<file path="src/pll_holdover_defines.svh">
// Register offsets, field positions and reset values for PLL reference and holdover control
`ifndef PLL_HOLDOVER_DEFINES_SVH
`define PLL_HOLDOVER_DEFINES_SVH
`define REF_HOLD_CTRL_ADDR 10'h01D
`define ZERO_DELAY_CTRL_ADDR 10'h01E
`define PLL_STATUS_ADDR 10'h01F
`define STATUS_SEL_ADDR 10'h017
`define REF_HOLD_RESET 8'h80
`define ZERO_DELAY_RESET 8'h00
`define STATUS_SEL_RESET 8'h00
`define REF_HOLD_MASK 8'hFB
`define ZERO_DELAY_MASK 8'h1E
`define STATUS_SEL_MASK 8'hFC
`define BIT_STATUS_EEPROM 7
`define BIT_XTAL_AMP 6
`define BIT_DOUBLER 5
`define BIT_STATUS_FREEZE 4
`define BIT_LD_CMP 3
`define BIT_HOLD_EXT 1
`define BIT_HOLD_EN 0
`define BIT_ZD_MODE 2
`define BIT_ZD_EN 1
`define ZD_FB_LSB 3
`define STATUS_SEL_LSB 2
`define PIN_SYNC_RESET 3'h2
`define PLL_STATUS_RESET 8'h00
`endif

</file>
<file path="src/pll_holdover_pkg.sv">
// Types for PLL reference and holdover control
package pll_holdover_pkg;
	typedef struct packed {
		logic status_eeprom_sel;
		logic xtal_amp_en;
		logic doubler_en;
		logic status_freeze;
		logic ld_cmp_en;
		logic hold_external;
		logic hold_en;
	} ref_hold_t;
	typedef struct packed {
		logic [1:0] fb_div_sel;
		logic zd_mode_external;
		logic zd_en;
	} zero_delay_t;
	typedef enum logic [1:0] {
		HOLD_OFF = 2'b01,
		HOLD_ON = 2'b10
	} hold_state_t;
endpackage

</file>
<file path="src/pll_holdover_refin_control.sv">
// PLL reference input, holdover and zero-delay control registers
`timescale 1ns/100ps
`include "pll_holdover_defines.svh"
module pll_holdover_refin_control (
	// Clock and reset
	input wire logic sys_clk,
	input wire logic nrst,
	// Register port
	input wire logic [9:0] reg_addr,
	input wire logic [7:0] reg_wdata,
	input wire logic reg_wr,
	input wire logic reg_rd,
	output logic [7:0] reg_rdata,
	// Status sources from the PLL core
	input wire logic [5:0] status_sources,
	input wire logic status_eeprom,
	input wire logic [7:0] pll_status_live,
	input wire logic lock_detect_pin,
	input wire logic ref_lost,
	input wire logic sync_pin,
	// Controls to the analog side
	output logic status_pin,
	output logic xtal_amp_en,
	output logic doubler_en,
	output logic ld_cmp_en,
	output logic holdover_active,
	output logic zd_active,
	output logic zd_external,
	output logic [1:0] zd_fb_div
);
	// Register storage
	logic [7:0] ref_hold_q;
	logic [7:0] zero_delay_q;
	logic [7:0] status_sel_q;
	logic [7:0] pll_status_q;
	logic [7:0] pll_status_d;
	logic [7:0] rdata_d;
	// Address decode
	logic sel_ref_hold;
	logic sel_zero_delay;
	logic sel_status_sel;
	logic sel_pll_status;
	// Synchronised pins: bit 0 lock detect, bit 1 sync, bit 2 reference lost
	localparam logic [2:0] pin_idle = `PIN_SYNC_RESET;
	logic [2:0] pin_raw;
	wire [2:0] pin_sync;
	logic ld_sync;
	logic sync_sync;
	logic lost_sync;
	// Holdover decision
	logic locked_seen;
	logic hold_request;
	logic hold_on;
	// Status pin source
	logic [2:0] src_code;
	logic [2:0] src_index;
	logic src_bit;
	pll_holdover_pkg::ref_hold_t rh;
	pll_holdover_pkg::zero_delay_t zd;
	pll_holdover_pkg::hold_state_t hold_q;

	// Named views of the control bits
	assign rh.status_eeprom_sel = ref_hold_q[`BIT_STATUS_EEPROM];
	assign rh.xtal_amp_en = ref_hold_q[`BIT_XTAL_AMP];
	assign rh.doubler_en = ref_hold_q[`BIT_DOUBLER];
	assign rh.status_freeze = ref_hold_q[`BIT_STATUS_FREEZE];
	assign rh.ld_cmp_en = ref_hold_q[`BIT_LD_CMP];
	assign rh.hold_external = ref_hold_q[`BIT_HOLD_EXT];
	assign rh.hold_en = ref_hold_q[`BIT_HOLD_EN];
	assign zd.fb_div_sel = zero_delay_q[`ZD_FB_LSB+1:`ZD_FB_LSB];
	assign zd.zd_mode_external = zero_delay_q[`BIT_ZD_MODE];
	assign zd.zd_en = zero_delay_q[`BIT_ZD_EN];

	assign sel_ref_hold = reg_addr == `REF_HOLD_CTRL_ADDR;
	assign sel_zero_delay = reg_addr == `ZERO_DELAY_CTRL_ADDR;
	assign sel_status_sel = reg_addr == `STATUS_SEL_ADDR;
	assign sel_pll_status = reg_addr == `PLL_STATUS_ADDR;

	// Reference and holdover control; bit 2 never stores
	always_ff @(posedge sys_clk) begin
		if (!nrst) begin
			ref_hold_q <= `REF_HOLD_RESET;
		end else if (reg_wr && sel_ref_hold) begin
			ref_hold_q <= reg_wdata & `REF_HOLD_MASK;
		end
	end

	// Zero-delay control; bits 7:5 and 0 never store
	always_ff @(posedge sys_clk) begin
		if (!nrst) begin
			zero_delay_q <= `ZERO_DELAY_RESET;
		end else if (reg_wr && sel_zero_delay) begin
			zero_delay_q <= reg_wdata & `ZERO_DELAY_MASK;
		end
	end

	// Status pin selection; only bits 4:2 reach the mux
	always_ff @(posedge sys_clk) begin
		if (!nrst) begin
			status_sel_q <= `STATUS_SEL_RESET;
		end else if (reg_wr && sel_status_sel) begin
			status_sel_q <= reg_wdata & `STATUS_SEL_MASK;
		end
	end

	// Pins are asynchronous: two flops each before any logic
	assign pin_raw = {ref_lost, sync_pin, lock_detect_pin};
	generate
		for (genvar g = 0; g < 3; g++) begin : g_pin_sync
			logic meta_q;
			logic sync_q;
			// Reset to the idle level so no false request follows reset
			always_ff @(posedge sys_clk) begin
				if (!nrst) begin
					meta_q <= pin_idle[g];
					sync_q <= pin_idle[g];
				end else begin
					meta_q <= pin_raw[g];
					sync_q <= meta_q;
				end
			end
			assign pin_sync[g] = sync_q;
		end
	endgenerate
	assign ld_sync = pin_sync[0];
	assign sync_sync = pin_sync[1];
	assign lost_sync = pin_sync[2];

	// Comparator off: the pin reads as a locked history
	assign locked_seen = rh.ld_cmp_en ? ld_sync : 1'b1;

	// External mode hands holdover to the sync pin (low asserts)
	always_comb begin
		hold_request = 1'b0;
		if (rh.hold_external) begin
			hold_request = !sync_sync;
		end else begin
			hold_request = rh.hold_en && lost_sync && locked_seen;
		end
	end

	// Holdover state; leaves as soon as the request drops
	always_ff @(posedge sys_clk) begin
		if (!nrst) begin
			hold_q <= pll_holdover_pkg::HOLD_OFF;
		end else begin
			case (hold_q)
				pll_holdover_pkg::HOLD_OFF: begin
					if (hold_request) begin
						hold_q <= pll_holdover_pkg::HOLD_ON;
					end
				end
				pll_holdover_pkg::HOLD_ON: begin
					if (!hold_request) begin
						hold_q <= pll_holdover_pkg::HOLD_OFF;
					end
				end
				default: begin
					hold_q <= pll_holdover_pkg::HOLD_OFF;
				end
			endcase
		end
	end
	assign hold_on = hold_q == pll_holdover_pkg::HOLD_ON;

	// Status readback; bit 5 shows the holdover state, bit 7 unused
	assign pll_status_d = {1'b0, pll_status_live[6], hold_on, pll_status_live[4:0]};

	// Frozen copy lets software read a consistent snapshot
	always_ff @(posedge sys_clk) begin
		if (!nrst) begin
			pll_status_q <= `PLL_STATUS_RESET;
		end else if (!rh.status_freeze) begin
			pll_status_q <= pll_status_d;
		end
	end

	// Read mux; unmapped addresses read zero
	always_comb begin
		rdata_d = 8'h00;
		if (sel_ref_hold) begin
			rdata_d = ref_hold_q;
		end else if (sel_zero_delay) begin
			rdata_d = zero_delay_q;
		end else if (sel_status_sel) begin
			rdata_d = status_sel_q;
		end else if (sel_pll_status) begin
			rdata_d = pll_status_q;
		end
	end

	// Read data stands only in the cycle after the strobe
	always_ff @(posedge sys_clk) begin
		if (!nrst) begin
			reg_rdata <= 8'h00;
		end else if (reg_rd) begin
			reg_rdata <= rdata_d;
		end else begin
			reg_rdata <= 8'h00;
		end
	end

	// Codes 6 and 7 wrap onto the first two sources
	assign src_code = status_sel_q[`STATUS_SEL_LSB+2:`STATUS_SEL_LSB];
	always_comb begin
		case (src_code)
			3'h6: src_index = 3'h0;
			3'h7: src_index = 3'h1;
			default: src_index = src_code;
		endcase
	end
	assign src_bit = status_sources[src_index];

	// Status pin; eeprom status overrides the selection
	always_ff @(posedge sys_clk) begin
		if (!nrst) begin
			status_pin <= 1'b0;
		end else begin
			status_pin <= rh.status_eeprom_sel ? status_eeprom : src_bit;
		end
	end

	// Analog enables follow their control bits one cycle later
	always_ff @(posedge sys_clk) begin
		if (!nrst) begin
			xtal_amp_en <= 1'b0;
			doubler_en <= 1'b0;
			ld_cmp_en <= 1'b0;
		end else begin
			xtal_amp_en <= rh.xtal_amp_en;
			doubler_en <= rh.doubler_en;
			ld_cmp_en <= rh.ld_cmp_en;
		end
	end

	always_ff @(posedge sys_clk) begin
		if (!nrst) begin
			holdover_active <= 1'b0;
		end else begin
			holdover_active <= hold_on;
		end
	end

	// External mode only counts while zero delay is enabled
	always_ff @(posedge sys_clk) begin
		if (!nrst) begin
			zd_active <= 1'b0;
			zd_external <= 1'b0;
			zd_fb_div <= 2'h0;
		end else begin
			zd_active <= zd.zd_en;
			zd_external <= zd.zd_en && zd.zd_mode_external;
			zd_fb_div <= zd.fb_div_sel;
		end
	end

	// Checks beside the logic they guard
	a_status_override: assert property (@(posedge sys_clk) disable iff (!nrst)
		ref_hold_q[7] && $stable(ref_hold_q) |=> status_pin == $past(status_eeprom))
		else $error("status pin not following eeprom status");
	a_status_select: assert property (@(posedge sys_clk) disable iff (!nrst)
		!ref_hold_q[7] |=> status_pin == $past(src_bit))
		else $error("status pin not following selected source");

	a_xtal_amp_follow: assert property (@(posedge sys_clk) disable iff (!nrst)
		##1 xtal_amp_en == $past(ref_hold_q[6]))
		else $error("crystal amplifier enable mismatch");
	a_doubler_follow: assert property (@(posedge sys_clk) disable iff (!nrst)
		##1 doubler_en == $past(ref_hold_q[5]))
		else $error("doubler enable mismatch");
	a_ld_cmp_follow: assert property (@(posedge sys_clk) disable iff (!nrst)
		##1 ld_cmp_en == $past(ref_hold_q[3]))
		else $error("comparator enable mismatch");

	a_status_frozen: assert property (@(posedge sys_clk) disable iff (!nrst)
		ref_hold_q[4] |=> $stable(pll_status_q))
		else $error("status readback changed while frozen");
	a_status_refresh: assert property (@(posedge sys_clk) disable iff (!nrst)
		!ref_hold_q[4] |=> pll_status_q == $past(pll_status_d))
		else $error("status readback not refreshed");

	a_ld_ignored: assert property (@(posedge sys_clk) disable iff (!nrst)
		!ref_hold_q[3] |-> locked_seen)
		else $error("lock-detect pin not treated as high");
	a_ld_used: assert property (@(posedge sys_clk) disable iff (!nrst)
		ref_hold_q[3] |-> locked_seen == ld_sync)
		else $error("lock-detect comparator not used");

	a_hold_external: assert property (@(posedge sys_clk) disable iff (!nrst)
		ref_hold_q[1] && !sync_sync |=> hold_q == pll_holdover_pkg::HOLD_ON)
		else $error("external holdover not entered");
	a_hold_disabled: assert property (@(posedge sys_clk) disable iff (!nrst)
		!ref_hold_q[1] && !ref_hold_q[0] |=> hold_q == pll_holdover_pkg::HOLD_OFF)
		else $error("holdover entered while disabled");
	a_hold_auto_enter: assert property (@(posedge sys_clk) disable iff (!nrst)
		!ref_hold_q[1] && ref_hold_q[0] && lost_sync && locked_seen |=> hold_on)
		else $error("automatic holdover not entered");
	a_hold_state_valid: assert property (@(posedge sys_clk) disable iff (!nrst)
		$onehot(hold_q))
		else $error("holdover state not one-hot");
	a_holdover_follow: assert property (@(posedge sys_clk) disable iff (!nrst)
		##1 holdover_active == $past(hold_on))
		else $error("holdover output mismatch");

	a_zd_divider: assert property (@(posedge sys_clk) disable iff (!nrst)
		##1 zd_fb_div == $past(zero_delay_q[4:3]))
		else $error("feedback divider select mismatch");
	a_zd_mode: assert property (@(posedge sys_clk) disable iff (!nrst)
		zd_external |-> zd_active)
		else $error("external zero delay without enable");
	a_zd_off: assert property (@(posedge sys_clk) disable iff (!nrst)
		!zero_delay_q[1] |=> !zd_active && !zd_external)
		else $error("zero delay active while disabled");

	a_unused_zero: assert property (@(posedge sys_clk) disable iff (!nrst)
		ref_hold_q[2] == 1'b0 && zero_delay_q[7:5] == 3'h0 && zero_delay_q[0] == 1'b0)
		else $error("unused bit stored");
	a_status_sel_unused: assert property (@(posedge sys_clk) disable iff (!nrst)
		status_sel_q[1:0] == 2'h0)
		else $error("unused selection bit stored");
	a_rdata_idle: assert property (@(posedge sys_clk) disable iff (!nrst)
		!reg_rd |=> reg_rdata == 8'h00)
		else $error("read data outside its cycle");

	c_hold_entered: cover property (@(posedge sys_clk) disable iff (!nrst)
		hold_q == pll_holdover_pkg::HOLD_OFF ##1 hold_q == pll_holdover_pkg::HOLD_ON);
	c_zd_external: cover property (@(posedge sys_clk) disable iff (!nrst) zd_external);
	c_status_sel: cover property (@(posedge sys_clk) disable iff (!nrst)
		!ref_hold_q[7] && status_pin);
	c_hold_ld_gated: cover property (@(posedge sys_clk) disable iff (!nrst)
		ref_hold_q[3] && ref_hold_q[0] && lost_sync && !ld_sync);
	c_status_frozen: cover property (@(posedge sys_clk) disable iff (!nrst)
		ref_hold_q[4] && pll_status_q != pll_status_d);
endmodule // pll_holdover_refin_control

</file>
<file path="config.mk">
export PLATFORM = sky130hd
export DESIGN_NAME = pll_holdover_refin_control
export DESIGN_NICKNAME = d
export VERILOG_FILES = /design/src/pll_holdover_pkg.sv /design/src/pll_holdover_refin_control.sv
export VERILOG_INCLUDE_DIRS = /design/src
export SDC_FILE = /design/constraint.sdc
export NUM_CORES = 1
export LEC_CHECK = 0
export BUFFER_PORTS_ARGS = -buffer_cell sky130_fd_sc_hd__buf_2
export CORE_AREA = 2 2 67 69
export DETAILED_ROUTE_END_ITERATION = 10
export DIE_AREA = 0 0 69 71
export PLACE_DENSITY = 0.84
export SYNTH_ARGS = -nofsm -noshare
export SYNTH_HDL_FRONTEND = slang
export SYNTH_SLANG_ARGS = --single-unit
</file>
<file path="constraint.sdc">
create_clock -name sys_clk -period 3.1 [get_ports sys_clk]
set_clock_uncertainty 0.1 [all_clocks]
set_input_delay 0 -clock sys_clk [delete_from_list [all_inputs] [get_ports sys_clk]]
set_output_delay 0 -clock sys_clk [all_outputs]
set_load 0.02 [all_outputs]
</file>
---- After elaboration in Yosys (flattened, before gate mapping) ----
Index checks and enable logic that the tools add are counted.
cells by class
  $add $sub $neg .......................... 0
  div/mod/pow operators ................... 0
  $lt $le $gt $ge ......................... 1
  shift operators ......................... 0
  equality and inequality tests ........... 10
  muxes and demuxes ....................... 13
  bitwise gates (word level) .............. 1
  reduce and logical (&&, ||, !) cells .... 10
  multiply operators ...................... 0
operator list
  operator             number
  $eq 10x5->1 const B  4
  $mux 8               3
  $mux 7               1
  $eq 3x3->1 const B   2
  $logic_and 1x1->1    6
  $pmux 3 s2           1
  $lt 3x4->1 const B   1
  $mux 1               4
  $mux 2               2
  $ne 2x2->1 const B   2
  $pmux 2 s2           1
  $reduce_and 2->1     2
  $bmux 1 s3           1
  $eq 2x1->1 const B   1
  $eq 2x2->1 const B   1
  $reduce_or 2->1      1
  $logic_not 1->1      1
  $not 1->1            1
word-level totals
  register bits ........................... 49
  bits in read-only memories .............. 0
  bits in writable memories ............... 0
  memories kept ........................... 0
  word-level logic and storage cells ...... 56
  latch bits .............................. 0

---- Longest topological paths before layout ----
  word-level depth ........................ 5
  depth in mapped cells ................... 4

---- Worst setup path before layout ----
OpenSTA, ideal clock, no wires.
  path kind ............................... register to register
  start point ............................. register status_sel_q[2]
  end point ............................... register status_pin
  arrival ................................. 1.169 ns
  stages on the path, launching flop included .. 4
  clock period less this slack ............ 1.387 ns
  slack ................................... 1.713 ns
  path through ............................ dfxtp_1 mux2_2 a31o_2 o221a_2
between the ends
  longest elaborated chain between the ends .. 5
ends and longest elaborated chain
  what                            RTL line                           RTL
  start: declaration              pll_holdover_refin_control.sv:34   logic [7:0] status_sel_q;
  start signal: assignment        pll_holdover_refin_control.sv:100  status_sel_q <= `STATUS_SEL_RESET;
  start signal: assignment        pll_holdover_refin_control.sv:102  status_sel_q <= reg_wdata & `STATUS_SEL_MASK;
  $eq 3x3->1                      pll_holdover_refin_control.sv:206  case (src_code)
  $pmux 3 s2 *                    pll_holdover_refin_control.sv:206
  $bmux 1 s3 *                    pll_holdover_refin_control.sv:212  assign src_bit = status_sources[src_index];
  $mux 1 (implied by the code) *  pll_holdover_refin_control.sv:212
  $mux 1 *                        pll_holdover_refin_control.sv:219  status_pin <= rh.status_eeprom_sel ? status_eeprom : src_bit;
  end signal: assignment          pll_holdover_refin_control.sv:219
  end: declaration                pll_holdover_refin_control.sv:22   output logic status_pin,
Mark *: on every way between the ends. The rest lies on a longest branch, timed or not. The select of a mux whose other input is x is not followed.
A chain may end at the register's enable or synchronous reset.

---- Worst setup path after layout ----
  start point ............................. input reg_addr[7]
  end point ............................... register reg_rdata[1]
between the ends
  longest elaborated chain between the ends .. 5
ends and longest elaborated chain
  what                          RTL line                           RTL
  start: declaration            pll_holdover_refin_control.sv:9    input wire logic [9:0] reg_addr,
  $eq 10x5->1 (no source line)  --
  $mux 7                        pll_holdover_refin_control.sv:187  end else if (sel_pll_status) begin
  $mux 8                        pll_holdover_refin_control.sv:185  end else if (sel_status_sel) begin
  $mux 8                        pll_holdover_refin_control.sv:183  end else if (sel_zero_delay) begin
  $mux 8 *                      pll_holdover_refin_control.sv:181  if (sel_ref_hold) begin
  end signal: assignment        pll_holdover_refin_control.sv:197  reg_rdata <= rdata_d;
  end: declaration              pll_holdover_refin_control.sv:13   output logic [7:0] reg_rdata,
Mark *: on every way between the ends. The rest lies on a longest branch, timed or not.

==> reports/qor.txt <==
run status: complete, no violations
Slew Limit Fails: 0
Iter 0 DRT Violations: 112
pin count of the biggest net entering global routing: 48
fraction of layout cells with a size suffix above 1: 28.9%
leakage power: 1.32 nW
Synth Area per Inst: 10.5 µm²
Setup WS post-layout: 404 ps
initial core utilization: 47.6%
Synthesized Nets: 230
area of the core: 4200 µm²
Worst Setup Start Kind: input pin
Nets: 309
post-synth cell types: 32
initial antenna violation count: 0
Ant. Diodes: 0
Setup Buffers After CTS: 0
pre-CTS setup slack: 1460 ps
DRC: 0
post-route cell area: 2690 µm²
port bufs: 54
CP max FO: 7
# IOs: 57
CTS tree: done
Max Root-Sink Buffers: 2
CTS root buf: clkbuf_8
FP Rows: 24
Hold Slack: 8.52 ps
Final Hold Viols: 0
final setup fails: 0
CP required: 3260 ps
Critical Path AT: 2850 ps
number of global-route vias before repair: 1,580
Die Wd: 69 µm
VDD IR-drop max: 0.365 mV
hpwl dp: 2660 µm
CTS buffer count: 5
Period Utilization, post-route: 87.0%
Min-Delay Path Class: in -> reg
Non-Filler Instances: 322
power density cells: 451 nW/µm²
worst reg2reg path depth: 3
GR Overflow Total: 0
die footprint: 4900 µm²
TritonCTS Sinks: 49
vias per cell: 5.11
antenna viol nets, final: 0
clk_lat worst skew: 310 ps
highest clock rate: 0.371 GHz
Die Ht: 71 µm
area grow syn2layout: 34.0%
drt wl/cell: 13.0 µm
Synth Register Bits: 49
All-Layer GR Usage: 17.5%
critical path type: in -> reg
clock slew at reported path FFs: 90 ps
Filler Cell Count: 343
kind of end point of the critical path: flop
Max H-tree Level: 2
placed cell area: 2280 µm²
mapped cell area: 2000 µm²
max-cap violations: 0
Synth Instances: 190
number of synthesized flops with an enable pin: 0
final wirelength: 4200 µm
ys async rst share: 0%
routability cong.: 0.769
RSZ-0062 raised after global routing: no
Inst Count DP: 286
setup_tns: 0 ps
Pre-antenna DRT Iters: 4
Slew HR: 49.1%
Hold Crit Depth: 3
fin crit period: 2700 ps
sequential share of the synthesized area: 49.0%
Synth Flop Type: dfxtp_1
first-pass GRT wire length: 6800 µm
Yosys warning count: 0
vias: 1,645
Worst Max-Slew Pin Slew: 764 ps
registers in the layout (all words and copies together) (netlist names):
signal	cells
doubler_en	1
g_pin_sync.meta_q	3
g_pin_sync.sync_q	3
hold_q	2
holdover_active	1
ld_cmp_en	1
pll_status_q	7
ref_hold_q	7
reg_rdata	8
status_pin	1
status_sel_q	6
xtal_amp_en	1
zd_active	1
zd_external	1
zd_fb_div	2
zero_delay_q	4
timing repair:
item / CTS / global route
hold buffers: 28 / 0
endpoints found under the hold margin: 35 / 0
resized for setup: 0 / 0
where the power goes:
part,switching [mW],internal [mW],leakage (nW)
clock network,0.212,0.262,0.0574
registers,0.00283,0.637,0.398
logic,0.0432,0.0544,0.864
Yosys cell counts, types with 3 or more instances:
cell | n | share of area [%]
inv_1 | 8 | 1.5
a22oi_1 | 3 | 1.1
a21oi_1 | 6 | 1.5
mux2i_1 | 26 | 13
clkbuf_1 | 3 | 0.56
nand2b_1 | 4 | 1.2
and2_1 | 4 | 1.2
dfxtp_1 | 49 | 49
nand4_4 | 3 | 3.2
nor2_1 | 3 | 0.56
and3b_1 | 5 | 2.2
mux2_2 | 7 | 3.9
nor2b_1 | 13 | 4.1
nand2_1 | 28 | 5.2
buf_2 | 4 | 1.0
nand4_1 | 5 | 1.6
worst paths after layout:
kind	startpoint	to	slack, ps
setup / recovery	reg_addr[7]	reg_rdata[1]$_SDFF_PN0_	400
hold / removal	reg_addr[1]	reg_rdata[2]$_SDFF_PP0_	9
setup reg to reg	status_sel_q[2]$_SDFFE_PN0P_	status_pin$_SDFF_PN0_	1620
hold reg to reg	g_pin_sync[1].meta_q$_SDFF_PN1_	g_pin_sync[1].sync_q$_SDFF_PN1_	310
worst max-delay path, cell delays in order:
cell and delay [ps]:
dlygate4sd3_1 530, buf_2 130, nor4b_4 610, dlygate4sd3_1 740, nand4_1 130, a21oi_1 150
dlygate4sd3_1 550
cell type report:
class                      count  area (µm²)  area share (%)
clock buffer                   6        82.6            3.08
inverter                       8        30.0            1.12
sequential                    49         981            36.5
tap                           52        65.1            2.42
multi-input combinational    123         938            34.9
timing repair buffer          82         551            20.5
clock inverter                 2        37.5            1.40
kinds of logic after synthesis:
kind of cell / count (synthesis) / synth area share (%)
AOI/OAI and AO/OA: 16 / 5.68
xor gates and xnor gates: 1 / 0.437
buffers and inverters: 18 / 4.18
DFF: 49 / 49.0
muxes: 33 / 16.9
and+or+nand+nor: 73 / 23.8
metal layers:
metal	track usage [%]	up-vias	part of all wire [%]
met5	0	-	0
met2	30.2	59	50
met1	19.8	758	42
met4	7.63	0	2.3
met3	5.56	10	5.8
li1	-	818	-
cell usage in the layout, fill, tap and decap left out, drive strengths merged:
master,count
and3b,5
xor2,1
nand4,9
dlygate4sd3,28
dfxtp,49
and2,4
buf,54
a21oi,6
o2111a,1
nand3b,1
a22oi,3
nor3b,2
mux2,7
clkbuf,6
and3,1
a31o,1
nor4b,1
o22ai,1
nor2b,13
nor2,3
nand2,28
o221a,1
clkinvlp,1
nand2b,4
inv,8
o2111ai,1
o211ai,2
bufinv,1
mux2i,26
and4bb,2
stage by stage:
step / utilization [%] / power [mW]
after floorplan: - / 0.695
after global placement: 54.3 / 0.727
after detailed placement: 54.3 / 0.728
after CTS: 63.9 / 1.22
after global routing: 63.9 / 1.26
final: 63.9 / 1.21
Note: power is estimated with default switching activity, not from simulation.
